File: config.mk
export PLATFORM = sky130hd
export DESIGN_NAME = tai_timer_access
export DESIGN_NICKNAME = d
export VERILOG_FILES = /design/src/core/tai_nib_reg.v /design/src/core/tai_timer_access.v
export VERILOG_INCLUDE_DIRS = /design/src /design/src/core
export SDC_FILE = /design/constraint.sdc
export NUM_CORES = 1
export LEC_CHECK = 0
export ABC_CLOCK_PERIOD_IN_PS = 6500
export BUFFER_PORTS_ARGS = -buffer_cell sky130_fd_sc_hd__clkbuf_2
export CAP_MARGIN = 10
export CORE_UTILIZATION = 25
export DETAILED_ROUTE_END_ITERATION = 8
export SETUP_SLACK_MARGIN = 0.1
export SLEW_MARGIN = 5
export SYNTH_ARGS = -nofsm -noshare
export SYNTH_HDL_FRONTEND = slang
export SYNTH_SLANG_ARGS = --single-unit
File: constraint.sdc
create_clock -name clk_sys -period 6.5 [get_ports clk_sys]
set_input_delay 0 -clock clk_sys [delete_from_list [all_inputs] [get_ports clk_sys]]
set_output_delay 0 -clock clk_sys [all_outputs]
set_load 0.05 [all_outputs]
File: src/core/tai_defs.vh
// Contract
// - Prescaler read: upper count nibble to B, lower nibble to A.
// - Prescaler write: B upper, A lower into count and reload together.
// - Timer 1 read: count bits 7..4 to B, bits 3..0 to A.
// - Timer 1 write: B upper, A lower into count and reload.
// - Timer 1 reload write: reload only from B and A, count untouched.
// - Timer 2 read: upper count nibble to B, lower to A.
// - Timer 2 low write: B and A into count and low reload.
// - Timer 2 high write: B and A into the high reload register.
// - Timer 2 reload: low reload register copied into timer 2 count.
// - Segment timer write: A into segment count and its reload at once.
// - Timer 1 skip with enable 0: skip and clear when flag set.
// - Timer 1 enable is control one bit 2; set makes skip a no-op.
// - Timer 2 skip acts only while control one bit 3 is 0.
// - Timer 3 skip acts only while control two bit 0 is 0.
`ifndef TAI_DEFS_VH
`define TAI_DEFS_VH

// ****************************************
// Register byte offsets
// ****************************************
`define TAI_OFS_CMD 8'h00
`define TAI_OFS_RESULT 8'h04
`define TAI_OFS_ICTL1 8'h08
`define TAI_OFS_ICTL2 8'h0c
`define TAI_OFS_PRESC 8'h10
`define TAI_OFS_TMR1 8'h14
`define TAI_OFS_TMR2 8'h18
`define TAI_OFS_SEG 8'h1c
`define TAI_OFS_REQ 8'h20
`define TAI_OFS_ISTAT 8'h24
`define TAI_OFS_IMASK 8'h28

// ****************************************
// Operation codes in the command register
// ****************************************
`define TAI_OP_NOP 4'h0
`define TAI_OP_RD_PRES 4'h1
`define TAI_OP_WR_PRES 4'h2
`define TAI_OP_RD_T1 4'h3
`define TAI_OP_WR_T1 4'h4
`define TAI_OP_WR_T1_RLD 4'h5
`define TAI_OP_RD_T2 4'h6
`define TAI_OP_WR_T2_LO 4'h7
`define TAI_OP_WR_T2_HI 4'h8
`define TAI_OP_RELOAD_T2 4'h9
`define TAI_OP_WR_SEG 4'ha
`define TAI_OP_SKIP_T1 4'hb
`define TAI_OP_SKIP_T2 4'hc
`define TAI_OP_SKIP_T3 4'hd

// ****************************************
// Field positions and widths
// ****************************************
`define TAI_NIB_W 4
`define TAI_BYTE_W 8
`define TAI_CMD_OP_LSB 0
`define TAI_CMD_A_LSB 4
`define TAI_CMD_B_LSB 8
`define TAI_V1_T1_EN 2
`define TAI_V1_T2_EN 3
`define TAI_V2_T3_EN 0
`define TAI_EVT_W 4
`define TAI_EVT_SKIP 3

// ****************************************
// Reset values
// ****************************************
`define TAI_RST_BYTE 8'h00
`define TAI_RST_NIB 4'h0
`define TAI_RST_WORD 32'h00000000

`endif

File: src/core/tai_nib_reg.v
`timescale 1ns/10ps
`default_nettype none

// ****************************************
// Loadable timer resource register
// ****************************************
module tai_nib_reg #(
	parameter W = 8,
	parameter [W-1:0] RST_VAL = {W{1'b0}}
) (
	input wire clk_sys,
	input wire rst,
	input wire load,
	input wire [W-1:0] d,
	output reg [W-1:0] q
);

	// Takes d on load, holds otherwise
	always @(posedge clk_sys or posedge rst)
	begin
		if (rst)
			q <= RST_VAL;
		else if (load)
			q <= d;
	end

endmodule
`default_nettype wire

File: src/core/tai_timer_access.v
// Register access over APB and the register addresses were left to the implementer.
`timescale 1ns/10ps
`default_nettype none
`include "tai_defs.vh"

// ****************************************
// Timer access instruction unit with APB slave
// ****************************************
module tai_timer_access #(
	parameter ADDR_W = 8
) (
	input wire clk_sys,
	input wire rst,
	input wire psel,
	input wire penable,
	input wire pwrite,
	input wire [ADDR_W-1:0] paddr,
	input wire [31:0] pwdata,
	output reg [31:0] prdata,
	output reg pready,
	output reg pslverr,
	input wire timerOneEvt,
	input wire timerTwoEvt,
	input wire timerThreeEvt,
	output reg [3:0] accA,
	output reg [3:0] accB,
	output reg skipNext,
	output reg opDone,
	output reg irq
);

	// ****************************************
	// Declarations
	// ****************************************
	wire setupPh;
	wire wrEn;
	wire cmdGo;
	wire [3:0] op;
	wire [3:0] aIn;
	wire [3:0] bIn;
	wire [7:0] wrByte;
	wire [7:0] adr;
	wire [7:0] presCnt;
	wire [7:0] presRld;
	wire [7:0] t1Cnt;
	wire [7:0] t1Rld;
	wire [7:0] t2Cnt;
	wire [7:0] t2Lo;
	wire [7:0] t2Hi;
	wire [3:0] segCnt;
	wire [3:0] segRld;
	wire [7:0] t2CntD;
	wire [2:0] reqSet;
	wire [3:0] evtNow;
	reg ldPresCnt;
	reg ldPresRld;
	reg ldT1Cnt;
	reg ldT1Rld;
	reg ldT2Cnt;
	reg ldT2Lo;
	reg ldT2Hi;
	reg ldSeg;
	reg t2FromLo;
	reg ldRes;
	reg [7:0] resNxt;
	reg skipTake;
	reg [2:0] clrReq;
	reg mapped;
	reg [31:0] rdMux;
	reg [15:0] cmd_r;
	reg skip_r;
	reg [3:0] ictl1_r;
	reg [3:0] ictl2_r;
	reg [2:0] req_r;
	reg [3:0] istat_r;
	reg [3:0] imask_r;

	// ****************************************
	// APB phases and command fields
	// ****************************************
	assign adr = paddr[7:0];
	assign setupPh = psel & ~penable;
	assign wrEn = psel & penable & pready & pwrite & ~pslverr;
	assign cmdGo = wrEn & (adr == `TAI_OFS_CMD);
	assign op = pwdata[`TAI_CMD_OP_LSB+3:`TAI_CMD_OP_LSB];
	assign aIn = pwdata[`TAI_CMD_A_LSB+3:`TAI_CMD_A_LSB];
	assign bIn = pwdata[`TAI_CMD_B_LSB+3:`TAI_CMD_B_LSB];
	assign wrByte = {bIn, aIn};
	// Address decode for mapped offsets
	always @*
	begin
		case (adr)
			`TAI_OFS_CMD, `TAI_OFS_RESULT, `TAI_OFS_ICTL1, `TAI_OFS_ICTL2,
			`TAI_OFS_PRESC, `TAI_OFS_TMR1, `TAI_OFS_TMR2, `TAI_OFS_SEG,
			`TAI_OFS_REQ, `TAI_OFS_ISTAT, `TAI_OFS_IMASK:
				mapped = 1'b1;
			default:
				mapped = 1'b0;
		endcase
	end
	// Zero wait state answer, error on unmapped offsets
	always @(posedge clk_sys or posedge rst)
	begin
		if (rst)
		begin
			pready <= 1'b0;
			pslverr <= 1'b0;
			prdata <= `TAI_RST_WORD;
		end
		else
		begin
			pready <= setupPh;
			pslverr <= setupPh & ~mapped;
			prdata <= (setupPh & ~pwrite) ? rdMux : `TAI_RST_WORD;
		end
	end

	// ****************************************
	// Instruction decode, single cycle
	// ****************************************
	always @*
	begin
		ldPresCnt = 1'b0;
		ldPresRld = 1'b0;
		ldT1Cnt = 1'b0;
		ldT1Rld = 1'b0;
		ldT2Cnt = 1'b0;
		ldT2Lo = 1'b0;
		ldT2Hi = 1'b0;
		ldSeg = 1'b0;
		t2FromLo = 1'b0;
		ldRes = 1'b0;
		resNxt = {accB, accA};
		skipTake = 1'b0;
		clrReq = 3'b000;
		if (cmdGo)
		begin
			case (op)
				`TAI_OP_RD_PRES:
				begin
					ldRes = 1'b1;
					resNxt = presCnt;
				end
				`TAI_OP_WR_PRES:
				begin
					ldPresCnt = 1'b1;
					ldPresRld = 1'b1;
				end
				`TAI_OP_RD_T1:
				begin
					ldRes = 1'b1;
					resNxt = t1Cnt;
				end
				`TAI_OP_WR_T1:
				begin
					ldT1Cnt = 1'b1;
					ldT1Rld = 1'b1;
				end
				`TAI_OP_WR_T1_RLD:
					ldT1Rld = 1'b1;
				`TAI_OP_RD_T2:
				begin
					ldRes = 1'b1;
					resNxt = t2Cnt;
				end
				`TAI_OP_WR_T2_LO:
				begin
					ldT2Cnt = 1'b1;
					ldT2Lo = 1'b1;
				end
				`TAI_OP_WR_T2_HI:
					ldT2Hi = 1'b1;
				`TAI_OP_RELOAD_T2:
				begin
					ldT2Cnt = 1'b1;
					t2FromLo = 1'b1;
				end
				`TAI_OP_WR_SEG:
					ldSeg = 1'b1;
				`TAI_OP_SKIP_T1:
				begin
					if (!ictl1_r[`TAI_V1_T1_EN])
					begin
						skipTake = req_r[0];
						clrReq[0] = req_r[0];
					end
				end
				`TAI_OP_SKIP_T2:
				begin
					if (!ictl1_r[`TAI_V1_T2_EN])
					begin
						skipTake = req_r[1];
						clrReq[1] = req_r[1];
					end
				end
				`TAI_OP_SKIP_T3:
				begin
					if (!ictl2_r[`TAI_V2_T3_EN])
					begin
						skipTake = req_r[2];
						clrReq[2] = req_r[2];
					end
				end
				default:
					ldRes = 1'b0;
			endcase
		end
	end

	// ****************************************
	// Timer resources
	// ****************************************
	assign t2CntD = t2FromLo ? t2Lo : wrByte;
	// Prescaler count and reload
	tai_nib_reg #(.W(`TAI_BYTE_W), .RST_VAL(`TAI_RST_BYTE)) uPresCnt (
		.clk_sys(clk_sys), .rst(rst), .load(ldPresCnt), .d(wrByte), .q(presCnt)
	);
	tai_nib_reg #(.W(`TAI_BYTE_W), .RST_VAL(`TAI_RST_BYTE)) uPresRld (
		.clk_sys(clk_sys), .rst(rst), .load(ldPresRld), .d(wrByte), .q(presRld)
	);
	// Timer 1 count and reload
	tai_nib_reg #(.W(`TAI_BYTE_W), .RST_VAL(`TAI_RST_BYTE)) uT1Cnt (
		.clk_sys(clk_sys), .rst(rst), .load(ldT1Cnt), .d(wrByte), .q(t1Cnt)
	);
	tai_nib_reg #(.W(`TAI_BYTE_W), .RST_VAL(`TAI_RST_BYTE)) uT1Rld (
		.clk_sys(clk_sys), .rst(rst), .load(ldT1Rld), .d(wrByte), .q(t1Rld)
	);
	// Timer 2 count, low and high reload
	tai_nib_reg #(.W(`TAI_BYTE_W), .RST_VAL(`TAI_RST_BYTE)) uT2Cnt (
		.clk_sys(clk_sys), .rst(rst), .load(ldT2Cnt), .d(t2CntD), .q(t2Cnt)
	);
	tai_nib_reg #(.W(`TAI_BYTE_W), .RST_VAL(`TAI_RST_BYTE)) uT2Lo (
		.clk_sys(clk_sys), .rst(rst), .load(ldT2Lo), .d(wrByte), .q(t2Lo)
	);
	tai_nib_reg #(.W(`TAI_BYTE_W), .RST_VAL(`TAI_RST_BYTE)) uT2Hi (
		.clk_sys(clk_sys), .rst(rst), .load(ldT2Hi), .d(wrByte), .q(t2Hi)
	);
	// Segment drive timer count and reload, A only
	tai_nib_reg #(.W(`TAI_NIB_W), .RST_VAL(`TAI_RST_NIB)) uSegCnt (
		.clk_sys(clk_sys), .rst(rst), .load(ldSeg), .d(aIn), .q(segCnt)
	);
	tai_nib_reg #(.W(`TAI_NIB_W), .RST_VAL(`TAI_RST_NIB)) uSegRld (
		.clk_sys(clk_sys), .rst(rst), .load(ldSeg), .d(aIn), .q(segRld)
	);

	// ****************************************
	// Accumulator pair and skip result
	// ****************************************
	always @(posedge clk_sys or posedge rst)
	begin
		if (rst)
		begin
			accA <= `TAI_RST_NIB;
			accB <= `TAI_RST_NIB;
			skip_r <= 1'b0;
			skipNext <= 1'b0;
			opDone <= 1'b0;
			cmd_r <= 16'h0000;
		end
		else
		begin
			if (ldRes)
			begin
				accB <= resNxt[7:4];
				accA <= resNxt[3:0];
			end
			else if (cmdGo)
			begin
				accB <= bIn;
				accA <= aIn;
			end
			if (cmdGo)
			begin
				skip_r <= skipTake;
				cmd_r <= pwdata[15:0];
			end
			skipNext <= skipTake;
			opDone <= cmdGo;
		end
	end

	// ****************************************
	// Interrupt control and request flags
	// ****************************************
	assign reqSet = {timerThreeEvt, timerTwoEvt, timerOneEvt};
	assign evtNow = {skipTake, reqSet};
	// Control registers written by software
	always @(posedge clk_sys or posedge rst)
	begin
		if (rst)
		begin
			ictl1_r <= `TAI_RST_NIB;
			ictl2_r <= `TAI_RST_NIB;
			imask_r <= `TAI_RST_NIB;
		end
		else if (wrEn)
		begin
			if (adr == `TAI_OFS_ICTL1)
				ictl1_r <= pwdata[3:0];
			if (adr == `TAI_OFS_ICTL2)
				ictl2_r <= pwdata[3:0];
			if (adr == `TAI_OFS_IMASK)
				imask_r <= pwdata[3:0];
		end
	end
	// Request flags, a new event beats a skip clear
	always @(posedge clk_sys or posedge rst)
	begin
		if (rst)
			req_r <= 3'b000;
		else
			req_r <= (req_r & ~clrReq) | reqSet;
	end
	// Sticky status, write one to clear, event beats clear
	always @(posedge clk_sys or posedge rst)
	begin
		if (rst)
			istat_r <= `TAI_RST_NIB;
		else if (wrEn && (adr == `TAI_OFS_ISTAT))
			istat_r <= (istat_r & ~pwdata[3:0]) | evtNow;
		else
			istat_r <= istat_r | evtNow;
	end
	// Level interrupt from unmasked status
	always @(posedge clk_sys or posedge rst)
	begin
		if (rst)
			irq <= 1'b0;
		else
			irq <= |(istat_r & imask_r);
	end

	// ****************************************
	// Read data selection
	// ****************************************
	always @*
	begin
		rdMux = `TAI_RST_WORD;
		case (adr)
			`TAI_OFS_CMD:
				rdMux = {16'h0000, cmd_r};
			`TAI_OFS_RESULT:
				rdMux = {23'h0, skip_r, accB, accA};
			`TAI_OFS_ICTL1:
				rdMux = {28'h0000000, ictl1_r};
			`TAI_OFS_ICTL2:
				rdMux = {28'h0000000, ictl2_r};
			`TAI_OFS_PRESC:
				rdMux = {16'h0000, presRld, presCnt};
			`TAI_OFS_TMR1:
				rdMux = {16'h0000, t1Rld, t1Cnt};
			`TAI_OFS_TMR2:
				rdMux = {8'h00, t2Hi, t2Lo, t2Cnt};
			`TAI_OFS_SEG:
				rdMux = {24'h000000, segRld, segCnt};
			`TAI_OFS_REQ:
				rdMux = {29'h0, req_r};
			`TAI_OFS_ISTAT:
				rdMux = {28'h0000000, istat_r};
			`TAI_OFS_IMASK:
				rdMux = {28'h0000000, imask_r};
			default:
				rdMux = `TAI_RST_WORD;
		endcase
	end

endmodule
`default_nettype wire

======== Yosys cells after proc, flatten, opt, wreduce, memory -nomap -nowiden ========
Cells that the tools add are included.
word-level totals
  register bits after elaboration ......... 133
  bits of input ports ..................... 48
  output and inout port bits .............. 45
  logic and storage cells ................. 115
cells by class
  eq/ne operators ......................... 24
  muxes and demuxes ....................... 38
  bitwise operators ....................... 20
  reduce and logical (&&, ||, !) cells .... 11
operators by type and width
  kind                                                                     count
  24-bit case mux with 11 select lines                                     1
  8-bit by 5-bit equality test with 1-bit output, second input constant    4
  32-bit two-way mux                                                       1
  1-bit two-way mux                                                        26
  4-bit equality test, second input constant                               6
  8-bit by 6-bit equality test with 1-bit output, second input constant    3
  8-bit case mux with 3 select lines                                       1
  4-bit two-way mux                                                        5
  4-bit by 3-bit equality test with 1-bit output, second input constant    4
  8-bit by 4-bit equality test with 1-bit output, second input constant    2
  8-bit two-way mux                                                        2
  11-bit OR reduction                                                      1
  1-bit AND                                                                8
  4-bit AND                                                                2
  4-bit by 2-bit equality test with 1-bit output, second input constant    2
  8-bit by 3-bit equality test with 1-bit output, second input constant    1
  8-bit logical NOT                                                        1
  4-bit OR                                                                 2
  2-bit AND reduction                                                      4
  4-bit by 1-bit equality test with 1-bit output, second input constant    1
  4-bit by 1-bit inequality test with 1-bit output, second input constant  1
  1-bit inverter                                                           4
  4-bit inverter                                                           1
  2-bit OR reduction                                                       2
  other kinds (8)                                                          8

======== Depth between registers and ports, before layout ========
Gate-level depths: netlist of the first run.
  depth in word-level cells ............... 9
  depth in mapped cells ................... 9
  depth with buffers taken out ............ 5

======== Hierarchy ========
A second synthesis of the first run with hierarchy kept.
unflattened totals
  cells, all modules ...................... 540
  area, all modules ....................... 6830.3 um2
by module, submodules not included
  module                      instances  cells each  area each (um2)  sequential area each (um2)
  tai_timer_access            1          396         4185.3           1826.8
  tai_nib_reg (uPresCnt ...)  7          18          335.3            200.2
  tai_nib_reg (uSegCnt ...)   2          9           148.9            100.1

======== Worst setup path before layout of the first run ========
OpenSTA, ideal clock, no wires.
  path kind ............................... register -> register
  start ................................... reg pready
  end ..................................... reg uT1Cnt.q[0]
  setup time .............................. 0.125 ns
  arrival ................................. 1.933 ns
  data required time ...................... 6.375 ns
  path slack .............................. 4.442 ns
  cell stages (with the launch flop) ...... 6
  buffers on the path ..................... 1
  clock period less this slack ............ 2.058 ns
  cell sequence ........................... dfrtp_1 and4b_1 nand4_1 or4_1 buf_4 mux2_4
on the way
  cells in the longest elaborated chain, start to end .. 5
RTL lines
  item                     RTL line                text
  start, declared          tai_timer_access.v:20   output reg pready,
  start signal, assigned   tai_timer_access.v:112  pready <= setupPh;
  1-bit AND (3 in series)  tai_timer_access.v:83   assign wrEn = psel & penable & pready & pwrite & ~pslverr;
  1-bit AND                tai_timer_access.v:84   assign cmdGo = wrEn & (adr == `TAI_OFS_CMD);
  1-bit two-way mux        tai_timer_access.v:136  if (cmdGo)
  end signal, assigned     tai_nib_reg.v:22        q <= RST_VAL;
  end signal, assigned     tai_nib_reg.v:24        q <= d;
  end, declared            tai_nib_reg.v:15        output reg [W-1:0] q
Every way passes these cells.
A chain may end at the register's enable or synchronous reset.

======== Worst setup path after layout of the first run ========
  start ................................... in paddr[3]
  end ..................................... reg uPresRld.q[6]
on the way
  cells in the longest elaborated chain, start to end .. 3
RTL lines
  item                  RTL line                text
  start, declared       tai_timer_access.v:17   input wire [ADDR_W-1:0] paddr,
  8-bit logical NOT     --
  1-bit AND             tai_timer_access.v:84
  1-bit two-way mux     tai_timer_access.v:136
  end signal, assigned  tai_nib_reg.v:22
  end signal, assigned  tai_nib_reg.v:24
  end, declared         tai_nib_reg.v:15
Every way passes these cells.

==> results of run 1 <==
==> metrics by stage <==
stage	std cells	setup slack [ns]	area [sq um]	hold slack [ns]	power, mW
after floorplan	589	3.17	6270	0.0730	0.866
final	995	3.82	7600	0.0182	1.82
after detailed placement	944	3.42	6850	0.0976	0.906
after global placement	944	3.41	6850	0.0967	0.906
after global routing	995	3.62	7600	0.0515	1.88
after CTS	995	3.85	7600	0.000996	1.83
==> cell families after synthesis <==
| family | after synthesis |
|---|---|
| simple gates | 198 |
| flops | 125 |
| compound gates | 120 |
| mux | 79 |
| buf+inv | 58 |
| xor+xnor | 1 |
| other cells | 1 |
==> cell type report <==
cell class / count / area share, %
inverter: 13 / 0.675
multi-input combinational: 406 / 37.7
clock buffer: 18 / 5.64
timing repair buffer: 95 / 7.77
sequential: 125 / 41.1
tap: 324 / 5.33
clock inverter: 14 / 1.78
==> metal layers <==
metal  wire length [um]  vias up
met5                 13        -
met4                549        2
met3               1070       36
met2               8930      160
met1               7930     2438
li1                   -     2253
==> path summary, 6_finish.rpt <==
check	startpoint	end	slack, ns	depth (start not counted)
worst max-delay path	paddr[3]	uPresRld.q[6]$_DFFE_PP0P_	3.82	7
worst min-delay path	pwdata[0]	cmd_r[0]$_DFFE_PP0P_	0.02	3
worst max register to register	pslverr$_DFF_PP0_	uPresRld.q[6]$_DFFE_PP0P_	3.87	6
worst min register to register	cmd_r[9]$_DFFE_PP0P_	cmd_r[9]$_DFFE_PP0P_	0.48	2
max in group asynchronous	rst	imask_r[3]$_DFFE_PP0P_	4.90	4
min in group asynchronous	rst	uT2Hi.q[3]$_DFFE_PP0P_	0.17	3
==> power by group <==
| group | switching (mW) | internal (mW) |
|---|---|---|
| combinational | 0.0883 | 0.0314 |
| clock | 0.383 | 0.532 |
| sequential | 0.00101 | 0.780 |
| total | 0.472 | 1.34 |
==> worst max-delay path, cell delays in order <==
cell and delay [ns]:
clkbuf_2 0.50, nor4_2 0.64, nand4_1 0.18, buf_4 0.23, inv_2 0.55, nand3_2 0.44, mux2_2 0.40
==> registers in the layout, indices dropped and copies added (netlist names), 8 cells and up <==
signal	cells
cmd_r	16
uT2Lo.q	8
uPresRld.q	8
prdata	24
uT1Cnt.q	8
uT1Rld.q	8
uT2Cnt.q	8
uT2Hi.q	8
==> layout by cell type, fill, tap and decap left out, drive strengths merged, types with 8 or more instances in the layout <==
cell type    synthesis  layout
a21oi               15      15
a22oi               15      15
dlygate4sd3          0      19
nand3b               8       8
buf                 26       8
inv                 13      18
a22o                 9       9
and2                16      16
nand3               10      10
a211oi              10      10
mux2                61      61
conb                 1       8
nor2                22      22
clkbuf              19      86
o21ai               41      41
nor4                14      14
dfrtp              125     125
nand2               69      69
mux2i               13      13
nor3                20      20
==> cells in the mapped netlist, types with 3 or more instances <==
library cell	count	area share (%)
nand2_1	69	4.1
a31oi_1	7	0.70
mux4_2	5	1.8
buf_1	3	0.18
mux2_4	8	1.9
inv_1	12	0.72
nand3_1	7	0.56
mux2_2	53	9.6
buf_2	12	0.96
a21oi_1	15	1.2
o21ai_0	39	3.1
mux2i_1	13	2.1
o22a_1	3	0.42
o2bb2ai_1	5	0.70
nand2b_1	7	0.70
nor4_1	12	1.2
and3_1	5	0.50
a22o_1	9	1.3
a22oi_1	15	1.8
clkbuf_1	19	1.1
and2_1	15	1.5
nor2b_1	6	0.60
a211oi_1	10	1.2
dfrtp_1	125	50
buf_4	10	1.2
nor2_1	21	1.3
nand3b_1	8	0.96
nor4b_1	4	0.56
a21o_1	6	0.72
nor3_1	20	1.6
nand3_2	3	0.48
==> impl_metrics.json, run 1 <==
{
  "syn_avg_cell_area_sq_um": 10.7,
  "arrival_ns": 3.00,
  "p_per_area_nw_per_um2": 239,
  "synth_xor_area_share_pct": 0.140,
  "setup_viol": 0,
  "rows": 57,
  "synth-async-reset-ratio_pct": 100,
  "firstDrtPassIters": 4,
  "max_slew_margin_pct": 27.0,
  "required_ns": 6.81,
  "hold_viol": 0,
  "fmax_mhz": 373,
  "drv_slew": 0,
  "portBuffers": 68,
  "clkLatencyLatePin_ns": 0.43,
  "path_clk_slew_ns": 0.06,
  "postCtsSetupBuffers": 0,
  "grt_antenna_before_repair": 1,
  "gp_congestion": 0.829,
  "power.leakage_nw": 3.45,
  "tightest_slew_ns": 1.09,
  "die-area_sq_um": 25600,
  "ys_warn_count": 0,
  "cts_hold_buf": 19,
  "grt_use_met2_pct": 24.4,
  "grt_util_met3_pct": 4.18,
  "diodes": 0,
  "synth_compound_area_share_pct": 12.8,
  "clockBufferDepth": 2,
  "io_pins": 93,
  "layout.nets": 706,
  "synth_edf_count": 0,
  "core_area_sq_um": 24400,
  "syn_to_final_growth_pct": 21.8,
  "seq_area_frac_synth_pct": 50.1,
  "crit_fanout": 38,
  "synth-adder-area-share_pct": 0,
  "htreeDepth": 4,
  "wl_per_cell_um": 18.6,
  "drt-initial-drc-count": 404,
  "grt_pass1_vias": 5089,
  "drc": 0,
  "die_x_um": 160,
  "grt_usage_pct": 15.1,
  "die_y_um": 160,
  "regArea_sq_um": 3130,
  "grt_max_degree": 80,
  "drive_gt1_share_pct": 27.6,
  "grt_overflow_total": 0,
  "finalSetupTns_ns": 0,
  "detail_route.vias_per_cell": 4.91,
  "cts-resized-gates": 0,
  "period_share_pct": 41.3,
  "rsz0062_at_grt": "no",
  "final_util_pct": 31.2,
  "hold_class": "input pin to flop",
  "synthesis.area_sq_um": 6240,
  "fin_crit_ns": 2.68,
  "clkSinkCount": 125,
  "synthFlopType": "dfrtp_1",
  "status": "complete, no violations",
  "fillerInstances": 2563,
  "ys_seq_elements": 125,
  "vias": 4889,
  "maxCapViolations": 0,
  "grt_util_met1_pct": 18.4,
  "synth_cells": 582,
  "skew_ns": 0.00911,
  "synth_top_family_by_area": "simple AND/OR/NAND/NOR gates",
  "peakVddDrop_mv": 0.177,
  "crit_type": "input pin to flop",
  "postRouteAntennaNets": 0,
  "muxShareOfSynthArea_pct": 15.4,
  "cts_buffers": 17,
  "grt_pass1_wl_um": 29300,
  "dp_hpwl_um": 12600,
  "start_util_pct": 25.6,
  "drt-total-wl_um": 18500,
  "top_usage_layer": "met2",
  "crit_path_end_kind": "flop",
  "clk_root_buffer_cell": "clkbuf_16",
  "synth.distinct_cells": 59,
  "synth-simple-area-share_pct": 17.1,
  "multi_input_area_sq_um": 2860,
  "cts_tree": "built",
  "cp-start-kind": "input pin"
}
(Power assumes the default switching activity.)
==> run 2: changes to the inputs <==
- ABC_CLOCK_PERIOD_IN_PS: 6500 -> 2200
- clock period: 6.5 -> 2.2 ns (I/O delays scaled with it)
==> run 2 against run 1 <==
Net effect: sequential cell count is the same; clock skew is essentially flat; register-to-register slack got worse by 3.7 ns; routed wire length fell by 0.26%; critical endpoint is now uSegRld.q[0]$_DFFE_PP0P_; largest cell class unchanged.
==> impl_metrics.json, run 2 (synthesis results as in run 1) <==
{
  "fillerInstances": 2516,
  "intPower_mw": 4.14,
  "cts_tree": "built",
  "htreeDepth": 4,
  "hold_class": "input pin to flop",
  "firstDrtPassIters": 5,
  "post-place-ws_ns": 0.0288,
  "drt-total-wl_um": 18400,
  "power.switching_mw": 1.40,
  "detail_route.vias_per_cell": 4.93,
  "grt_antenna_before_repair": 1,
  "finalSetupTns_ns": 0,
  "clockBufferDepth": 2,
  "path_cells": "and4b_1, nand4_1, buf_4, buf_8, inv_2, nand4_1, mux2_2",
  "clkSinkCount": 125,
  "dp_cells": 969,
  "portBuffers": 68,
  "skew_ns": 0.00892,
  "p_total_mw": 5.54,
  "hold-path-cell-count": 3,
  "status": "complete, no violations",
  "path_clk_slew_ns": 0.06,
  "crit_top_cell": "nand4_1",
  "die_y_um": 160,
  "gp_congestion": 0.828,
  "final_common_cell": "dfrtp_1",
  "die-area_sq_um": 25600,
  "dp_hpwl_um": 12900,
  "max_slew_margin_pct": 54.2,
  "final_cells": 1021,
  "largest_register": "prdata",
  "hold_viol": 0,
  "core_area_sq_um": 24400,
  "cts_buffers": 17,
  "period_share_pct": 90.8,
  "crit_fanout": 25,
  "crit_slowest_cell": "dfrtp_1",
  "start_util_pct": 25.6,
  "grt_overflow_total": 0,
  "grt_usage_pct": 15.0,
  "rows": 57,
  "crit_type": "flop to flop",
  "grt_max_degree": 126,
  "drt-initial-drc-count": 332,
  "comb_power_share_pct": 6.9,
  "layout.nets": 732,
  "syn_to_final_growth_pct": 26.4,
  "diodes": 0,
  "vias": 5032,
  "crit_path_end_kind": "flop",
  "clkLatencyLatePin_ns": 0.43,
  "p_per_area_nw_per_um2": 702,
  "fin_crit_ns": 2.00,
  "clk_root_buffer_cell": "clkbuf_16",
  "io_pins": 93,
  "setup_viol": 0,
  "layout_common_cells": "dfrtp_1 (125), nand2_1 (69), clkbuf_2 (68), mux2_2 (53), o21ai_0 (39)",
  "arrival_ns": 2.30,
  "required_ns": 2.51,
  "drive_gt1_share_pct": 30.4,
  "postRouteAntennaNets": 0,
  "drv_slew": 0,
  "grt_pass1_wl_um": 29200,
  "fmax_mhz": 501,
  "tightest_slew_ns": 0.687,
  "drc": 0,
  "power.leakage_nw": 3.61,
  "p_seq_share_pct": 41.7,
  "reg2regPathDepth": 7,
  "critPathMaxStageDelay_ns": 0.37,
  "largest_register_ffs": 24,
  "maxCapViolations": 0,
  "wl_per_cell_um": 18.1,
  "peakVddDrop_mv": 0.541,
  "power.share.clock_pct": 51.4,
  "die_x_um": 160,
  "final_util_pct": 32.4,
  "fin_ws_ns": 0.203,
  "rsz0062_at_grt": "no",
  "p_sw_share_pct": 25.2,
  "largestRegisters": "prdata (24), cmd_r (16)",
  "grt_pass1_vias": 4980,
  "cp-start-kind": "flop"
}
[run 2: what timing repair did]
item | in CTS | in global routing
setup endpoints to repair | 63 | 59
hold buffers | 18 | 0
resized for setup | 2 | 5
pin swaps | 2 | 0
buffers inserted | 1 | 1
hold endpoints to repair | 161 | 0
[run 2: path summary, 6_finish.rpt]
path | start | to | slack, ns
max in group asynchronous | rst | uT2Cnt.q[0]$_DFFE_PP0P_ | 1.37
worst max register to register | pslverr$_DFF_PP0_ | uSegRld.q[0]$_DFFE_PP0P_ | 0.20
min in group asynchronous | rst | prdata[11]$_DFF_PP0_ | 0.30
worst min register to register | cmd_r[1]$_DFFE_PP0P_ | cmd_r[1]$_DFFE_PP0P_ | 0.48
worst max-delay path | pslverr$_DFF_PP0_ | uSegRld.q[0]$_DFFE_PP0P_ | 0.20
worst min-delay path | pwdata[0] | cmd_r[0]$_DFFE_PP0P_ | 0.03
[run 2: per-stage QoR]
step | hold WS [ns] | instance area (sq um)
finish | 0.0256 | 7890
global route | 0.0432 | 7890
CTS | 0.0194 | 7860
detailed placement | 0.203 | 7060
global placement | 0.196 | 7060
floorplan | 0.0730 | 6270
[run 2: power by group through the flow]
| stage | combinational (mW) | clock [mW] | sequential, mW |
|---|---|---|---|
| global placement | 0.356 | 0 | 2.35 |
| floorplan | 0.202 | 0 | 2.36 |
| global route | 0.414 | 3.00 | 2.31 |
| CTS | 0.384 | 2.89 | 2.31 |
| detailed placement | 0.357 | 0 | 2.35 |
| finish | 0.384 | 2.85 | 2.31 |
[run 2: critical path, delay by kind of cell, from the launching register on]
family / cells / cell delay, ns
buf+inv: 3 / 0.52
mux: 1 / 0.35
simple gates: 3 / 0.63
flops: 1 / 0.37
[run 2: area by class of cell]
cell class              count  area (sq um)  share of cell area (%)
multi-input cells         406          2890                    36.6
flip-flops and latches    125          3130                    39.6
clock buffers              19           443                    5.61
clock inverters            13           154                    1.95
inverters                  13          52.6                   0.666
well taps                 324           405                    5.14
repair buffers            121           820                    10.4
[run 2: layer usage]
layer	vias up	wire length [um]	GRT usage (%)
li1	2308	-	-
met1	2523	7790	18.6
met2	161	8980	24.5
met3	38	1160	4.00
met4	2	497	6.45
met5	-	13	0
==> run 3: changes to the inputs <==
- CORE_MARGIN: not set -> 4
- SYNTH_HIERARCHICAL: not set -> 1
==> run 3 against run 2 <==
Net effect: sequential cell count grew 12; final cell count shrank 2.0%; first-iteration DRC count shrank 3.9%; combinational power grew 2%; total power grew 3.8%; non-clock buffer count is the same; clock-buffer cell count shrank 2; synthesized area grew 9.4%; critical path depth shrank 1; sequential share of layout area grew 0.78 points; largest cell class unchanged; highest routed layer is now met4.
==> impl_metrics.json, run 3 <==
{
  "status": "complete, no violations",
  "largest_register_ffs": 24,
  "cp-start-kind": "flop",
  "fin_crit_ns": 2.06,
  "ys_seq_elements": 137,
  "synth.distinct_cells": 53,
  "postRouteAntennaNets": 0,
  "required_ns": 2.50,
  "postCtsSetupBuffers": 0,
  "grt_pass1_vias": 4850,
  "hold_class": "input pin to flop",
  "clkSinkCount": 137,
  "reg2reg_to": "uPresRld/q[1]$_DFFE_PP0P_",
  "grt_overflow_total": 0,
  "largestRegisters": "prdata (24), cmd_r (16)",
  "clkLatencyLatePin_ns": 0.43,
  "final_common_cell": "dfrtp_1",
  "wl_per_cell_um": 19.2,
  "crit_path_end_kind": "flop",
  "cts_tree": "built",
  "synthTopCellsByCount": "dfrtp_1 (137), mux2_4 (56), mux2_2 (50)",
  "rows": 60,
  "gp_congestion": 0.834,
  "synth_cells": 540,
  "rsz0062_at_grt": "yes",
  "clk_root_buffer_cell": "clkbuf_16",
  "timing.rr.start": "pslverr$_DFF_PP0_",
  "largest_register": "prdata",
  "synth_top_area_cell": "dfrtp_1",
  "final_util_pct": 31.5,
  "synth_area_leaders": "dfrtp_1 (50%), mux2_4 (12%), mux2_2 (8.2%)",
  "die_y_um": 173,
  "portBuffers": 68,
  "crit_type": "flop to flop",
  "min_from": "pwdata[10]",
  "max_slew_margin_pct": 49.1,
  "grt_max_degree": 43,
  "synth_edf_count": 0,
  "vias": 4825,
  "skew_ns": 0.00796,
  "syn_avg_cell_area_sq_um": 12.6,
  "synthDominantCellAreaShare_pct": 50.2,
  "grt_usage_pct": 12.8,
  "syn_to_final_growth_pct": 24.3,
  "whs_ns": 0.0184,
  "p_total_mw": 5.75,
  "reg2regPathDepth": 6,
  "arrival_ns": 2.36,
  "hold_viol": 0,
  "setup_viol": 0,
  "hold-path-cell-count": 3,
  "layout_common_cells": "dfrtp_1 (136), clkbuf_2 (68), mux2_4 (56), mux2_2 (50), buf_4 (37)",
  "die-area_sq_um": 30000,
  "crit_fanout": 16,
  "io_pins": 93,
  "cts-resized-gates": 0,
  "dp_hpwl_um": 13800,
  "detail_route.vias_per_cell": 4.82,
  "hold_end": "accB[2]$_DFFE_PP0P_",
  "drive_gt1_share_pct": 41.4,
  "path_clk_slew_ns": 0.06,
  "tightest_slew_ns": 0.763,
  "grt_pass1_wl_um": 29500,
  "synth-async-reset-ratio_pct": 100,
  "peakVddDrop_mv": 0.546,
  "diodes": 0,
  "clockBufferDepth": 2,
  "layout.nets": 695,
  "synthFlopType": "dfrtp_1",
  "p_per_area_nw_per_um2": 677,
  "seq_area_frac_synth_pct": 50.2,
  "period_share_pct": 93.6,
  "drv_slew": 0,
  "drt-total-wl_um": 19200,
  "htreeDepth": 4,
  "firstDrtPassIters": 4,
  "die_x_um": 173,
  "maxCapViolations": 0,
  "power.leakage_nw": 3.93,
  "drt-initial-drc-count": 319,
  "yosysMostFrequentCell": "dfrtp_1",
  "drc": 0,
  "start_util_pct": 25.3,
  "core_area_sq_um": 27000,
  "grt_antenna_before_repair": 0,
  "fmax_mhz": 486,
  "cts_buffers": 17,
  "r2r_slack_ns": 0.14,
  "finalSetupTns_ns": 0,
  "ys_warn_count": 6,
  "synthesis.area_sq_um": 6830
}
[run 3: worst max-delay path by stage]
stage	startpoint	to	slack, ns
final	pslverr$_DFF_PP0_	uPresRld/q[1]$_DFFE_PP0P_	0.14
after global routing	pslverr$_DFF_PP0_	uPresRld/q[1]$_DFFE_PP0P_	0.08
after CTS	pslverr$_DFF_PP0_	uPresRld/q[1]$_DFFE_PP0P_	0.14
after detailed placement	pslverr$_DFF_PP0_	uT2Hi/q[5]$_DFFE_PP0P_	0.15
after global placement	pslverr$_DFF_PP0_	uPresRld/q[2]$_DFFE_PP0P_	0.20
after floorplan	pslverr$_DFF_PP0_	uSegCnt/q[0]$_DFFE_PP0P_	-0.01
[run 3: critical path, stage by stage (launching register included)]
cell     delay (ns)
dfrtp_2        0.42
and4b_1        0.27
nand4_1        0.12
or3b_4         0.42
nor3_4         0.16
buf_12         0.21
mux2_4         0.31
[run 3: report_power, final]
group / switching, mW / total, mW / internal, mW
logic: 0.277 / 0.392 / 0.115
registers: 0.00416 / 2.53 / 2.52
clock network: 1.23 / 2.83 / 1.60
total: 1.51 / 5.75 / 4.24
[run 3: cell families after synthesis]
| family | Yosys count | synth area share (%) |
|---|---|---|
| other | 1 | 0.0549 |
| muxes | 124 | 23.9 |
| and+or+nand+nor | 132 | 12.1 |
| AOI/OAI and AO/OA | 90 | 9.25 |
| DFF | 137 | 50.2 |
| buffers and inverters | 56 | 4.52 |
[run 3: timing repair]
item	4_1_cts	5_1_grt
hold endpoints to repair	122	0
endpoints found under the setup margin	0	14
hold buffers	12	0
[run 3: final cells by class]
| cell class | instances | area, sq um |
|---|---|---|
| fillers | 2706 | 18500 |
| well taps | 341 | 427 |
| inverters | 16 | 61.3 |
| flip-flops and latches | 137 | 3430 |
| clock buffers | 17 | 425 |
| multi-input cells | 354 | 3170 |
| repair buffers | 121 | 818 |
| clock inverters | 15 | 156 |
[run 3: routing by layer]
| metal | track usage (%) | vias to the layer above | part of all wire (%) |
|---|---|---|---|
| met5 | 0 | - | 0 |
| met3 | 3.77 | 22 | 6.7 |
| li1 | - | 2182 | - |
| met2 | 19.0 | 169 | 45 |
| met4 | 3.03 | 0 | 1.3 |
| met1 | 18.3 | 2452 | 47 |
[run 3: stage by stage]
step	setup slack, ns	area [sq um]	cells
floorplan	-0.0109	6930	547
global placement	0.203	7790	957
detailed placement	0.154	7790	957
CTS	0.138	8490	1001
global route	0.0826	8490	1001
finish	0.140	8490	1001
